File: src/rtl/mdss_pkg.sv
// Package of constants and types for the motor drive stop sequencer
package mdss_pkg;
   // ------------------------------------------------------------
   // Widths
   // ------------------------------------------------------------
   localparam int unsigned SPEED_W = 16;      // Speed, 0x0000..0xFFFF = 0..100 %
   localparam int unsigned CUR_W   = 16;      // Current limit width
   localparam int unsigned TIME_W  = 16;      // Times in milliseconds
   localparam int unsigned TICK_W  = 17;      // Millisecond divider width

   // ------------------------------------------------------------
   // Timing
   // ------------------------------------------------------------
   localparam int unsigned CLK_MHZ    = 100;
   localparam int unsigned TICK_US    = 1000;   // Time base of one millisecond
   localparam int unsigned TICK_CYCLES = TICK_US * CLK_MHZ;
   localparam logic [TICK_W-1:0] TICK_LAST = TICK_W'(TICK_CYCLES - 1);

   // ------------------------------------------------------------
   // Thresholds and reset values
   // ------------------------------------------------------------
   // 0.25 % of full scale speed, 65535 * 0.0025 rounded down
   localparam logic [SPEED_W-1:0] ZERO_QUARTER_PCT = 16'h00A3;
   localparam logic [SPEED_W-1:0] SPEED_ZERO       = 16'h0000;
   localparam logic [TIME_W-1:0]  TIME_ZERO        = 16'h0000;
   localparam logic [TIME_W-1:0]  TIME_ONE         = 16'h0001;

   // ------------------------------------------------------------
   // Sequencer states, Gray along run, stop, delay, off
   // ------------------------------------------------------------
   typedef enum logic [2:0] {
      ST_OFF     = 3'b000,
      ST_RUN     = 3'b001,
      ST_NSTOP   = 3'b011,
      ST_CDELAY  = 3'b010,
      ST_PSTOP   = 3'b110
   } mdss_state_type;
endpackage

File: src/rtl/mdss_ramp.sv
// Speed demand ramp with a per-millisecond step size
module mdss_ramp (
   input  wire logic                           ref_clk,
   input  wire logic                           rst,
   input  wire logic                           tick,
   input  wire logic                           load,
   input  wire logic [mdss_pkg::SPEED_W-1:0]   load_value,
   input  wire logic                           ramp_down,
   input  wire logic [mdss_pkg::SPEED_W-1:0]   step,
   output logic      [mdss_pkg::SPEED_W-1:0]   demand
);
   // ------------------------------------------------------------
   // Ramp register
   // ------------------------------------------------------------
   logic [mdss_pkg::SPEED_W-1:0] next_demand;

   // Step down, saturating at zero
   assign next_demand = (demand > step) ? demand - step : mdss_pkg::SPEED_ZERO;

   // Load tracks the setpoint while running, else ramp on each tick
   always_ff @(posedge ref_clk or posedge rst) begin
      if (rst) begin
         demand <= mdss_pkg::SPEED_ZERO;
      end else if (load) begin
         demand <= load_value;
      end else if (ramp_down && tick) begin
         demand <= next_demand;
      end
   end
endmodule

File: src/rtl/mdss_top.sv
// Stop sequencer: standstill, normal stop, contactor delay, programmed stop
//
// Operation
// - Inhibit controller when setpoint and measured speed are both zero.
// - During standstill inhibit keep contactor energized and run indicator on.
// - Removing the run input starts a normal stop.
// - Normal stop ramps speed demand to zero at the stop time rate.
// - Non-regenerative normal stop never decelerates faster than the coast rate.
// - Regenerative variant ramps full scale to zero in half the stop time.
// - Completed normal stop drops contactor and disables drive.
// - Stop-limit timer starts when the run input drops low.
// - Speed above threshold at stop-limit expiry drops contactor, disables drive.
// - Contactor held for the contactor delay after zero speed in normal stop.
// - Threshold above 0.25 % disables drive at delay start, else at its end.
// - Low delay-override input skips the contactor delay.
// - Programmed stop ramp duration comes from programmed stop time.
// - Programmed-stop timer starts when the fast stop input drops low.
// - Programmed stop drops contactor and drive at the zero-speed threshold.
// - Programmed stop over its limit time drops contactor and drive.
// - Programmed stop passes its current limit to the current loop.
// - Other active current limits take precedence over programmed limit.
module mdss_top (
   input  wire logic                           ref_clk,
   input  wire logic                           rst,
   input  wire logic                           run_input_terminal,
   input  wire logic                           delay_override_terminal,
   input  wire logic                           fast_stop_terminal,
   input  wire logic                           regen_variant,
   input  wire logic [mdss_pkg::SPEED_W-1:0]   speed_setpoint,
   input  wire logic [mdss_pkg::SPEED_W-1:0]   speed_feedback,
   input  wire logic [mdss_pkg::SPEED_W-1:0]   zero_threshold,
   input  wire logic [mdss_pkg::SPEED_W-1:0]   stop_zero_speed,
   input  wire logic [mdss_pkg::TIME_W-1:0]    stop_time_ms,
   input  wire logic [mdss_pkg::TIME_W-1:0]    stop_limit_ms,
   input  wire logic [mdss_pkg::TIME_W-1:0]    contactor_delay_ms,
   input  wire logic [mdss_pkg::TIME_W-1:0]    prog_stop_time_ms,
   input  wire logic [mdss_pkg::TIME_W-1:0]    prog_stop_limit_ms,
   input  wire logic [mdss_pkg::SPEED_W-1:0]   coast_step,
   input  wire logic [mdss_pkg::CUR_W-1:0]     prog_stop_i_limit,
   input  wire logic [mdss_pkg::CUR_W-1:0]     other_i_limit,
   input  wire logic                           other_i_limit_active,
   output logic      [mdss_pkg::SPEED_W-1:0]   speed_demand,
   output logic      [mdss_pkg::CUR_W-1:0]     current_limit,
   output logic                                current_limit_valid,
   output logic                                contactor_on,
   output logic                                drive_enable,
   output logic                                controller_inhibit,
   output logic                                run_indicator,
   output logic                                prog_stop_active
);
   // ------------------------------------------------------------
   // Helper functions
   // ------------------------------------------------------------

   // Step per millisecond so that full scale reaches zero in ms/2 milliseconds
   function automatic logic [mdss_pkg::SPEED_W-1:0] step_for(
      input logic [mdss_pkg::TIME_W-1:0] ms);
      logic [mdss_pkg::SPEED_W-1:0] q;
      q = '1;
      if (ms != mdss_pkg::TIME_ZERO) begin
         q = mdss_pkg::SPEED_W'(17'h1_FFFF / {1'b0, ms});
         if (q == mdss_pkg::SPEED_ZERO) begin
            q = 16'h0001;
         end
      end
      return q;
   endfunction

   // Millisecond counter advance, saturating at all ones
   function automatic logic [mdss_pkg::TIME_W-1:0] bump(
      input logic [mdss_pkg::TIME_W-1:0] t);
      return (t == '1) ? t : t + mdss_pkg::TIME_ONE;
   endfunction

   // ------------------------------------------------------------
   // Millisecond time base
   // ------------------------------------------------------------
   logic [mdss_pkg::TICK_W-1:0] tick_count;
   logic                        tick;

   // One-cycle enable every millisecond
   always_ff @(posedge ref_clk or posedge rst) begin
      if (rst) begin
         tick_count <= '0;
         tick       <= 1'b0;
      end else begin
         tick       <= (tick_count == mdss_pkg::TICK_LAST);
         tick_count <= (tick_count == mdss_pkg::TICK_LAST) ? '0 : tick_count + 1'b1;
      end
   end

   // ------------------------------------------------------------
   // Conditions
   // ------------------------------------------------------------
   mdss_pkg::mdss_state_type state;
   mdss_pkg::mdss_state_type next_state;
   logic [mdss_pkg::TIME_W-1:0] stop_timer;
   logic [mdss_pkg::TIME_W-1:0] delay_timer;
   logic                        run_in_prev;
   logic                        fast_in_prev;
   logic [mdss_pkg::SPEED_W-1:0] ramp_demand;

   wire at_zero_speed    = speed_feedback < zero_threshold;
   wire at_zero_setpoint = speed_setpoint < zero_threshold;
   wire at_standstill    = at_zero_speed && at_zero_setpoint;
   wire below_stop_zero  = speed_feedback <= stop_zero_speed;
   wire run_fall         = run_in_prev && !run_input_terminal;
   wire fast_fall        = fast_in_prev && !fast_stop_terminal;
   wire early_disable    = stop_zero_speed > mdss_pkg::ZERO_QUARTER_PCT;
   wire stop_expired     = tick && (bump(stop_timer) >= stop_limit_ms);
   wire prog_expired     = tick && (bump(stop_timer) >= prog_stop_limit_ms);
   wire delay_done       = tick && (bump(delay_timer) >= contactor_delay_ms);
   wire in_ramp          = (state == mdss_pkg::ST_NSTOP) || (state == mdss_pkg::ST_PSTOP);

   // Normal stop step: regen uses stop time, non-regen limited to coast rate
   wire [mdss_pkg::SPEED_W-1:0] nstop_step = step_for(stop_time_ms);
   wire [mdss_pkg::SPEED_W-1:0] limited_step =
      (!regen_variant && nstop_step > coast_step) ? coast_step : nstop_step;
   wire [mdss_pkg::SPEED_W-1:0] ramp_step =
      (state == mdss_pkg::ST_PSTOP) ? step_for(prog_stop_time_ms) : limited_step;

   // ------------------------------------------------------------
   // Next state
   // ------------------------------------------------------------
   always_comb begin
      next_state = state;
      unique case (state)
         mdss_pkg::ST_OFF: begin
            if (run_input_terminal && fast_stop_terminal) begin
               next_state = mdss_pkg::ST_RUN;
            end
         end
         mdss_pkg::ST_RUN: begin
            if (!fast_stop_terminal) begin
               next_state = mdss_pkg::ST_PSTOP;
            end else if (!run_input_terminal) begin
               next_state = mdss_pkg::ST_NSTOP;
            end
         end
         mdss_pkg::ST_NSTOP: begin
            if (fast_fall || !fast_stop_terminal) begin
               next_state = mdss_pkg::ST_PSTOP;
            end else if (ramp_demand == mdss_pkg::SPEED_ZERO && below_stop_zero) begin
               // Delay skipped when the override terminal is low
               next_state = delay_override_terminal ? mdss_pkg::ST_CDELAY
                                                    : mdss_pkg::ST_OFF;
            end else if (stop_expired) begin
               next_state = mdss_pkg::ST_OFF;
            end
         end
         mdss_pkg::ST_CDELAY: begin
            if (!fast_stop_terminal) begin
               next_state = mdss_pkg::ST_PSTOP;
            end else if (delay_done || !delay_override_terminal) begin
               next_state = mdss_pkg::ST_OFF;
            end
         end
         mdss_pkg::ST_PSTOP: begin
            if (below_stop_zero || prog_expired) begin
               next_state = mdss_pkg::ST_OFF;
            end
         end
         default: next_state = mdss_pkg::ST_OFF;
      endcase
   end

   // ------------------------------------------------------------
   // State and timers
   // ------------------------------------------------------------
   always_ff @(posedge ref_clk or posedge rst) begin
      if (rst) begin
         state        <= mdss_pkg::ST_OFF;
         run_in_prev  <= 1'b0;
         fast_in_prev <= 1'b0;
      end else begin
         state        <= next_state;
         run_in_prev  <= run_input_terminal;
         fast_in_prev <= fast_stop_terminal;
      end
   end

   // Stop timer restarts on entry to either stop, counts milliseconds
   always_ff @(posedge ref_clk or posedge rst) begin
      if (rst) begin
         stop_timer <= mdss_pkg::TIME_ZERO;
      end else if (run_fall || fast_fall || next_state != state) begin
         stop_timer <= mdss_pkg::TIME_ZERO;
      end else if (tick) begin
         stop_timer <= bump(stop_timer);
      end
   end

   // Contactor delay timer, counts only inside the delay
   always_ff @(posedge ref_clk or posedge rst) begin
      if (rst) begin
         delay_timer <= mdss_pkg::TIME_ZERO;
      end else if (state != mdss_pkg::ST_CDELAY) begin
         delay_timer <= mdss_pkg::TIME_ZERO;
      end else if (tick) begin
         delay_timer <= bump(delay_timer);
      end
   end

   // ------------------------------------------------------------
   // Speed demand ramp
   // ------------------------------------------------------------
   mdss_ramp u_ramp (
      .ref_clk    (ref_clk),
      .rst        (rst),
      .tick       (tick),
      .load       (state == mdss_pkg::ST_RUN && next_state == mdss_pkg::ST_RUN),
      .load_value (speed_setpoint),
      .ramp_down  (in_ramp),
      .step       (ramp_step),
      .demand     (ramp_demand)
   );

   // ------------------------------------------------------------
   // Registered outputs
   // ------------------------------------------------------------
   wire run_like  = (next_state == mdss_pkg::ST_RUN) || (next_state == mdss_pkg::ST_NSTOP)
                    || (next_state == mdss_pkg::ST_PSTOP);
   wire cdelay_n  = next_state == mdss_pkg::ST_CDELAY;
   wire pstop_n   = next_state == mdss_pkg::ST_PSTOP;
   wire next_contactor = run_like || cdelay_n;
   wire next_enable    = run_like || (cdelay_n && !early_disable);
   wire next_inhibit   = (next_state == mdss_pkg::ST_RUN) && at_standstill;

   // Other limits win while active, else programmed limit in fast stop
   wire [mdss_pkg::CUR_W-1:0] next_limit =
      other_i_limit_active ? other_i_limit : prog_stop_i_limit;

   always_ff @(posedge ref_clk or posedge rst) begin
      if (rst) begin
         speed_demand        <= mdss_pkg::SPEED_ZERO;
         current_limit       <= '0;
         current_limit_valid <= 1'b0;
         contactor_on        <= 1'b0;
         drive_enable        <= 1'b0;
         controller_inhibit  <= 1'b0;
         run_indicator       <= 1'b0;
         prog_stop_active    <= 1'b0;
      end else begin
         speed_demand        <= ramp_demand;
         current_limit       <= next_limit;
         current_limit_valid <= pstop_n || other_i_limit_active;
         contactor_on        <= next_contactor;
         drive_enable        <= next_enable;
         controller_inhibit  <= next_inhibit;
         run_indicator       <= run_like;
         prog_stop_active    <= pstop_n;
      end
   end
endmodule

File: config.mk
export PLATFORM = sky130hd
export DESIGN_NAME = mdss_top
export DESIGN_NICKNAME = d
export VERILOG_FILES = /design/src/rtl/mdss_pkg.sv /design/src/rtl/mdss_ramp.sv /design/src/rtl/mdss_top.sv
export SDC_FILE = /design/constraint.sdc
export NUM_CORES = 1
export LEC_CHECK = 0
export ABC_CLOCK_PERIOD_IN_PS = 13700
export BUFFER_PORTS_ARGS = -buffer_cell sky130_fd_sc_hd__buf_4
export CORE_MARGIN = 2
export CORE_UTILIZATION = 55
export DETAILED_ROUTE_END_ITERATION = 10
export PLACE_DENSITY_LB_ADDON = 0.1
export SLEW_MARGIN = 20
export SYNTH_ARGS = -nofsm -noshare
export SYNTH_HDL_FRONTEND = slang
export SYNTH_SLANG_ARGS = --single-unit
File: constraint.sdc
create_clock -name ref_clk -period 13.7 [get_ports ref_clk]
set_clock_uncertainty 0.2 [all_clocks]
set_input_delay 0.685 -clock ref_clk [delete_from_list [all_inputs] [get_ports ref_clk]]
set_output_delay 0.685 -clock ref_clk [all_outputs]
set_load 0.005 [all_outputs]
==> summary.txt <==
Clock network
  • H-Tree Level Count: 3
  • Clock transition at path regs: 0.10 ns
  • Clock Latency Late Sink: 0.42 ns
  • CTS tree: done
  • Clock Tree Buf Depth: 2
  • CTS buffer count: 9
  • Hold Buf Count CTS: 0
  • Clock tree sinks: 109
  • Root buf cell: clkbuf_16

Setup path
  • Data required, critical path: 13.77 ns
  • Most common cell on crit path: buf_4
  • CP max stage delay: 0.57 ns
  • Worst r2r path cells: 21
  • Worst Setup Start Kind: input pin
  • Worst Path Arrival: 29.70 ns
  • Buffers and inverters on the worst path: 29
  • CP endpoint kind: flop
  • R2R setup slack: 8.14 ns
  • Reg2reg end: stop_timer[13]
  • CP max FO: 8
  • CP Depth: 157
  • Setup CP Type: in -> reg
  • Reg-to-Reg Start: stop_timer[3]
  • Crit-path slowest cell: or4_4
  • Largest delay share family, worst path: compound AO/OA/AOI/OAI gates

Place
  • DP Worst Slack: -17.41 ns
  • Routability cong.: 1.04
  • Port Buffers: 236
  • Dpl hpwl: 78.6 mm
  • Placed inst area: 33900 um^2

Flow run
  • MaxCap Viol Count: 0

Timing
  • Min Hold Slack: 0.0710 ns
  • Setup WS post-layout: -15.93 ns
  • Final clock period utilization by the worst path: 216%
  • Slew @ Worst Pin: 1.27 ns
  • Final Setup Violations: 16
  • Max Fclk: 33.8 MHz
  • Max_slew headroom: 14.6%
  • RSZ-0062 raised after global routing: true
  • Min Tclk post-route: 29.63 ns
  • Fin. max-slew vios: 0
  • Setup TNS: -252.22 ns
  • Hold Vio Cnt, Final: 0

GRT
  • Tot GR Track Use: 43.0%
  • Largest net degree at the start of global routing: 77
  • Vias in the first global route: 30.8k
  • Initial antenna violation count: 12
  • First-pass GRT wire length: 155 mm
  • GRT overflow: 0

Yosys
  • Most frequent cell after synthesis: ha_1
  • Synth Instances: 3194
  • Flops & latches, synth: 109
  • Synth Cell Area: 23600 um^2
  • Cell taking the most area after synthesis: ha_1
  • Sequential-to-total area share from yosys stat: 11.5%
  • Compound-Gate Fraction of Synth Area: 26.4%
  • Largest family of logic cells by synthesized area: compound AO/OA/AOI/OAI gates
  • Yosys warnings: 0
  • Synth top area share: 21.1%
  • Top post-synthesis cells by area: ha_1 21%, dfrtp_1 12%, xnor2_1 5.2%, nand2_1 5.0%, a21oi_1 5.0%
  • Synth Area in Adders: 21.2%
  • Asr flop ratio synth: 100%
  • Synth cell types: 88
  • Syn_nets: 3793
  • Post-synthesis xor/xnor area fraction: 8.64%
  • Ys flop type: dfrtp_1
  • Avg Inst Size Synth: 7.40 um^2
  • Synth cell count leaders: 399 x ha_1, 314 x nand2_1, 287 x nor2_1, 234 x a21oi_1, 191 x inv_1
  • Synth Area in Simple Gates: 22.8%
  • Post-synth EDFFs: 0
  • Mux cell area share after synthesis: 5.02%

Layout
  • Net count, final: 5037
  • Final Util: 86.6%
  • Final Cell Area: 36500 um^2
  • Layout area overhead: 54.3%
  • # fillers: 2316
  • Layout cell share with drive strength beyond 1: 39.9%

Floorplan
  • Core area: 42100 um^2
  • Die Width: 211 um
  • I/O pin cnt: 237
  • Row cnt: 75
  • Full die area: 44600 um^2
  • Die H: 211 um
  • Initial core utilization: 56.1%

Routing
  • Routed Antenna Nets: 0
  • DRT Wirelength: 104 mm
  • Vias/cell: 6.32
  • # DRC: 0
  • Routed length per instance: 20.9 um
  • Via count: 31.6k
  • DRT iter0 DRCs: 3475
  • Initial DRT Pass Iterations: 6

Pwr
  • Power Dens Cells: 85.6 nW/um^2
  • Net switching power: 1.42 mW
  • Switch share: 45.5%
  • Peak VDD IR: 0.000101 V
  • Clock share of power: 10.1%
  • Seq pwr share: 14.6%
  • Pleak: 17.4 nW
  • Combinational power share: 75.3%
  • Pint: 1.70 mW

Min path
  • HP Class: in -> async

Status
  • Violated checks: negative setup slack
  • Status: complete, but fails checks
==> layer usage <==
layer	track usage, %	routed length (um)
met5	0	74
met4	22.3	6720
met3	8.60	10500
met2	73.4	47900
met1	51.2	39000
==> layout make-up <==
cell class	instances	area, um^2	share of cell area (%)
multi-input cells	2812	22000	60.4
repair buffers	1312	9940	27.2
flip-flops and latches	109	2730	7.48
inverters	194	738	2.02
well taps	539	674	1.85
clock buffers	9	225	0.617
clock inverters	7	113	0.309
diodes	8	20.0	0.0549
==> metrics by stage <==
stage	cells	total power [mW]
after floorplan	3194	1.58
after CTS	4940	2.92
after global routing	4986	3.29
final	4990	3.12
after detailed placement	4864	2.51
after global placement	4864	2.43
==> how the worst max path moves through the flow <==
| stage | startpoint | endpoint | slack [ns] |
|---|---|---|---|
| detailed placement | stop_time_ms[8] | u_ramp.demand[15] | -17.41 |
| global route | stop_time_ms[8] | u_ramp.demand[10] | -16.82 |
| floorplan | stop_time_ms[15] | u_ramp.demand[4] | -14.90 |
| CTS | stop_time_ms[6] | u_ramp.demand[0] | -15.14 |
| finish | stop_time_ms[8] | u_ramp.demand[15] | -15.93 |
| global placement | stop_time_ms[8] | u_ramp.demand[15] | -16.77 |
==> worst register-to-register path: stages, from the launching register on <==
cell and delay [ns]:
dfrtp_1 0.48, and3_1 0.28, and3_1 0.28, nand4_1 0.20, or3_1 0.42, or3_1 0.48, nor2b_1 0.28, nor2b_1 0.18
xnor2_1 0.27, ha_1 0.31, a21o_1 0.19, a21o_1 0.17, a21oi_1 0.13, nor2b_1 0.06, o21ai_0 0.13, nand2_1 0.07
o221ai_1 0.26, nand2_1 0.20, o41ai_1 0.17, o31ai_1 0.15, buf_4 0.22, nor4_1 0.33
==> repair_timing <==
action | CTS | global route
hold endpoints to repair | 0 | 0
pin swaps | 95 | 139
resized for setup | 138 | 189
setup buffers | 57 | 41
cloned | 3 | 1
endpoints found under the setup margin | 16 | 16
==> kinds of logic after synthesis <==
| family | count (synthesis) |
|---|---|
| simple gates | 1121 |
| compound gates | 947 |
| fa+ha+maj | 400 |
| buf+inv | 276 |
| xor+xnor | 233 |
| flops | 109 |
| mux | 108 |
==> cell usage in the layout (no fill, tap or decap), types with 105 or more instances in the layout <==
cell,n
inv_1,188
nor2_1,272
xnor2_1,139
a21o_1,105
o21ai_0,114
nand2_1,305
ha_1,350
dfrtp_1,109
buf_4,1292
a21oi_1,193
==> state kept, by name, summed over array words and instances, names as in the netlist <==
name                 count
run_in_prev              1
state                    3
stop_timer              16
controller_inhibit       1
tick_count              17
run_indicator            1
fast_in_prev             1
u_ramp.demand           16
current_limit_valid      1
speed_demand            16
drive_enable             1
prog_stop_active         1
tick                     1
delay_timer             16
contactor_on             1
current_limit           16
==> power groups by stage <==
stage	registers [mW]	clock network [mW]	logic, mW
after global routing	0.456	0.325	2.51
after global placement	0.450	0	1.98
after detailed placement	0.453	0	2.05
final	0.455	0.315	2.35
after CTS	0.448	0.311	2.16
after floorplan	0.421	0	1.16
Power figures use the tool's default switching activity.
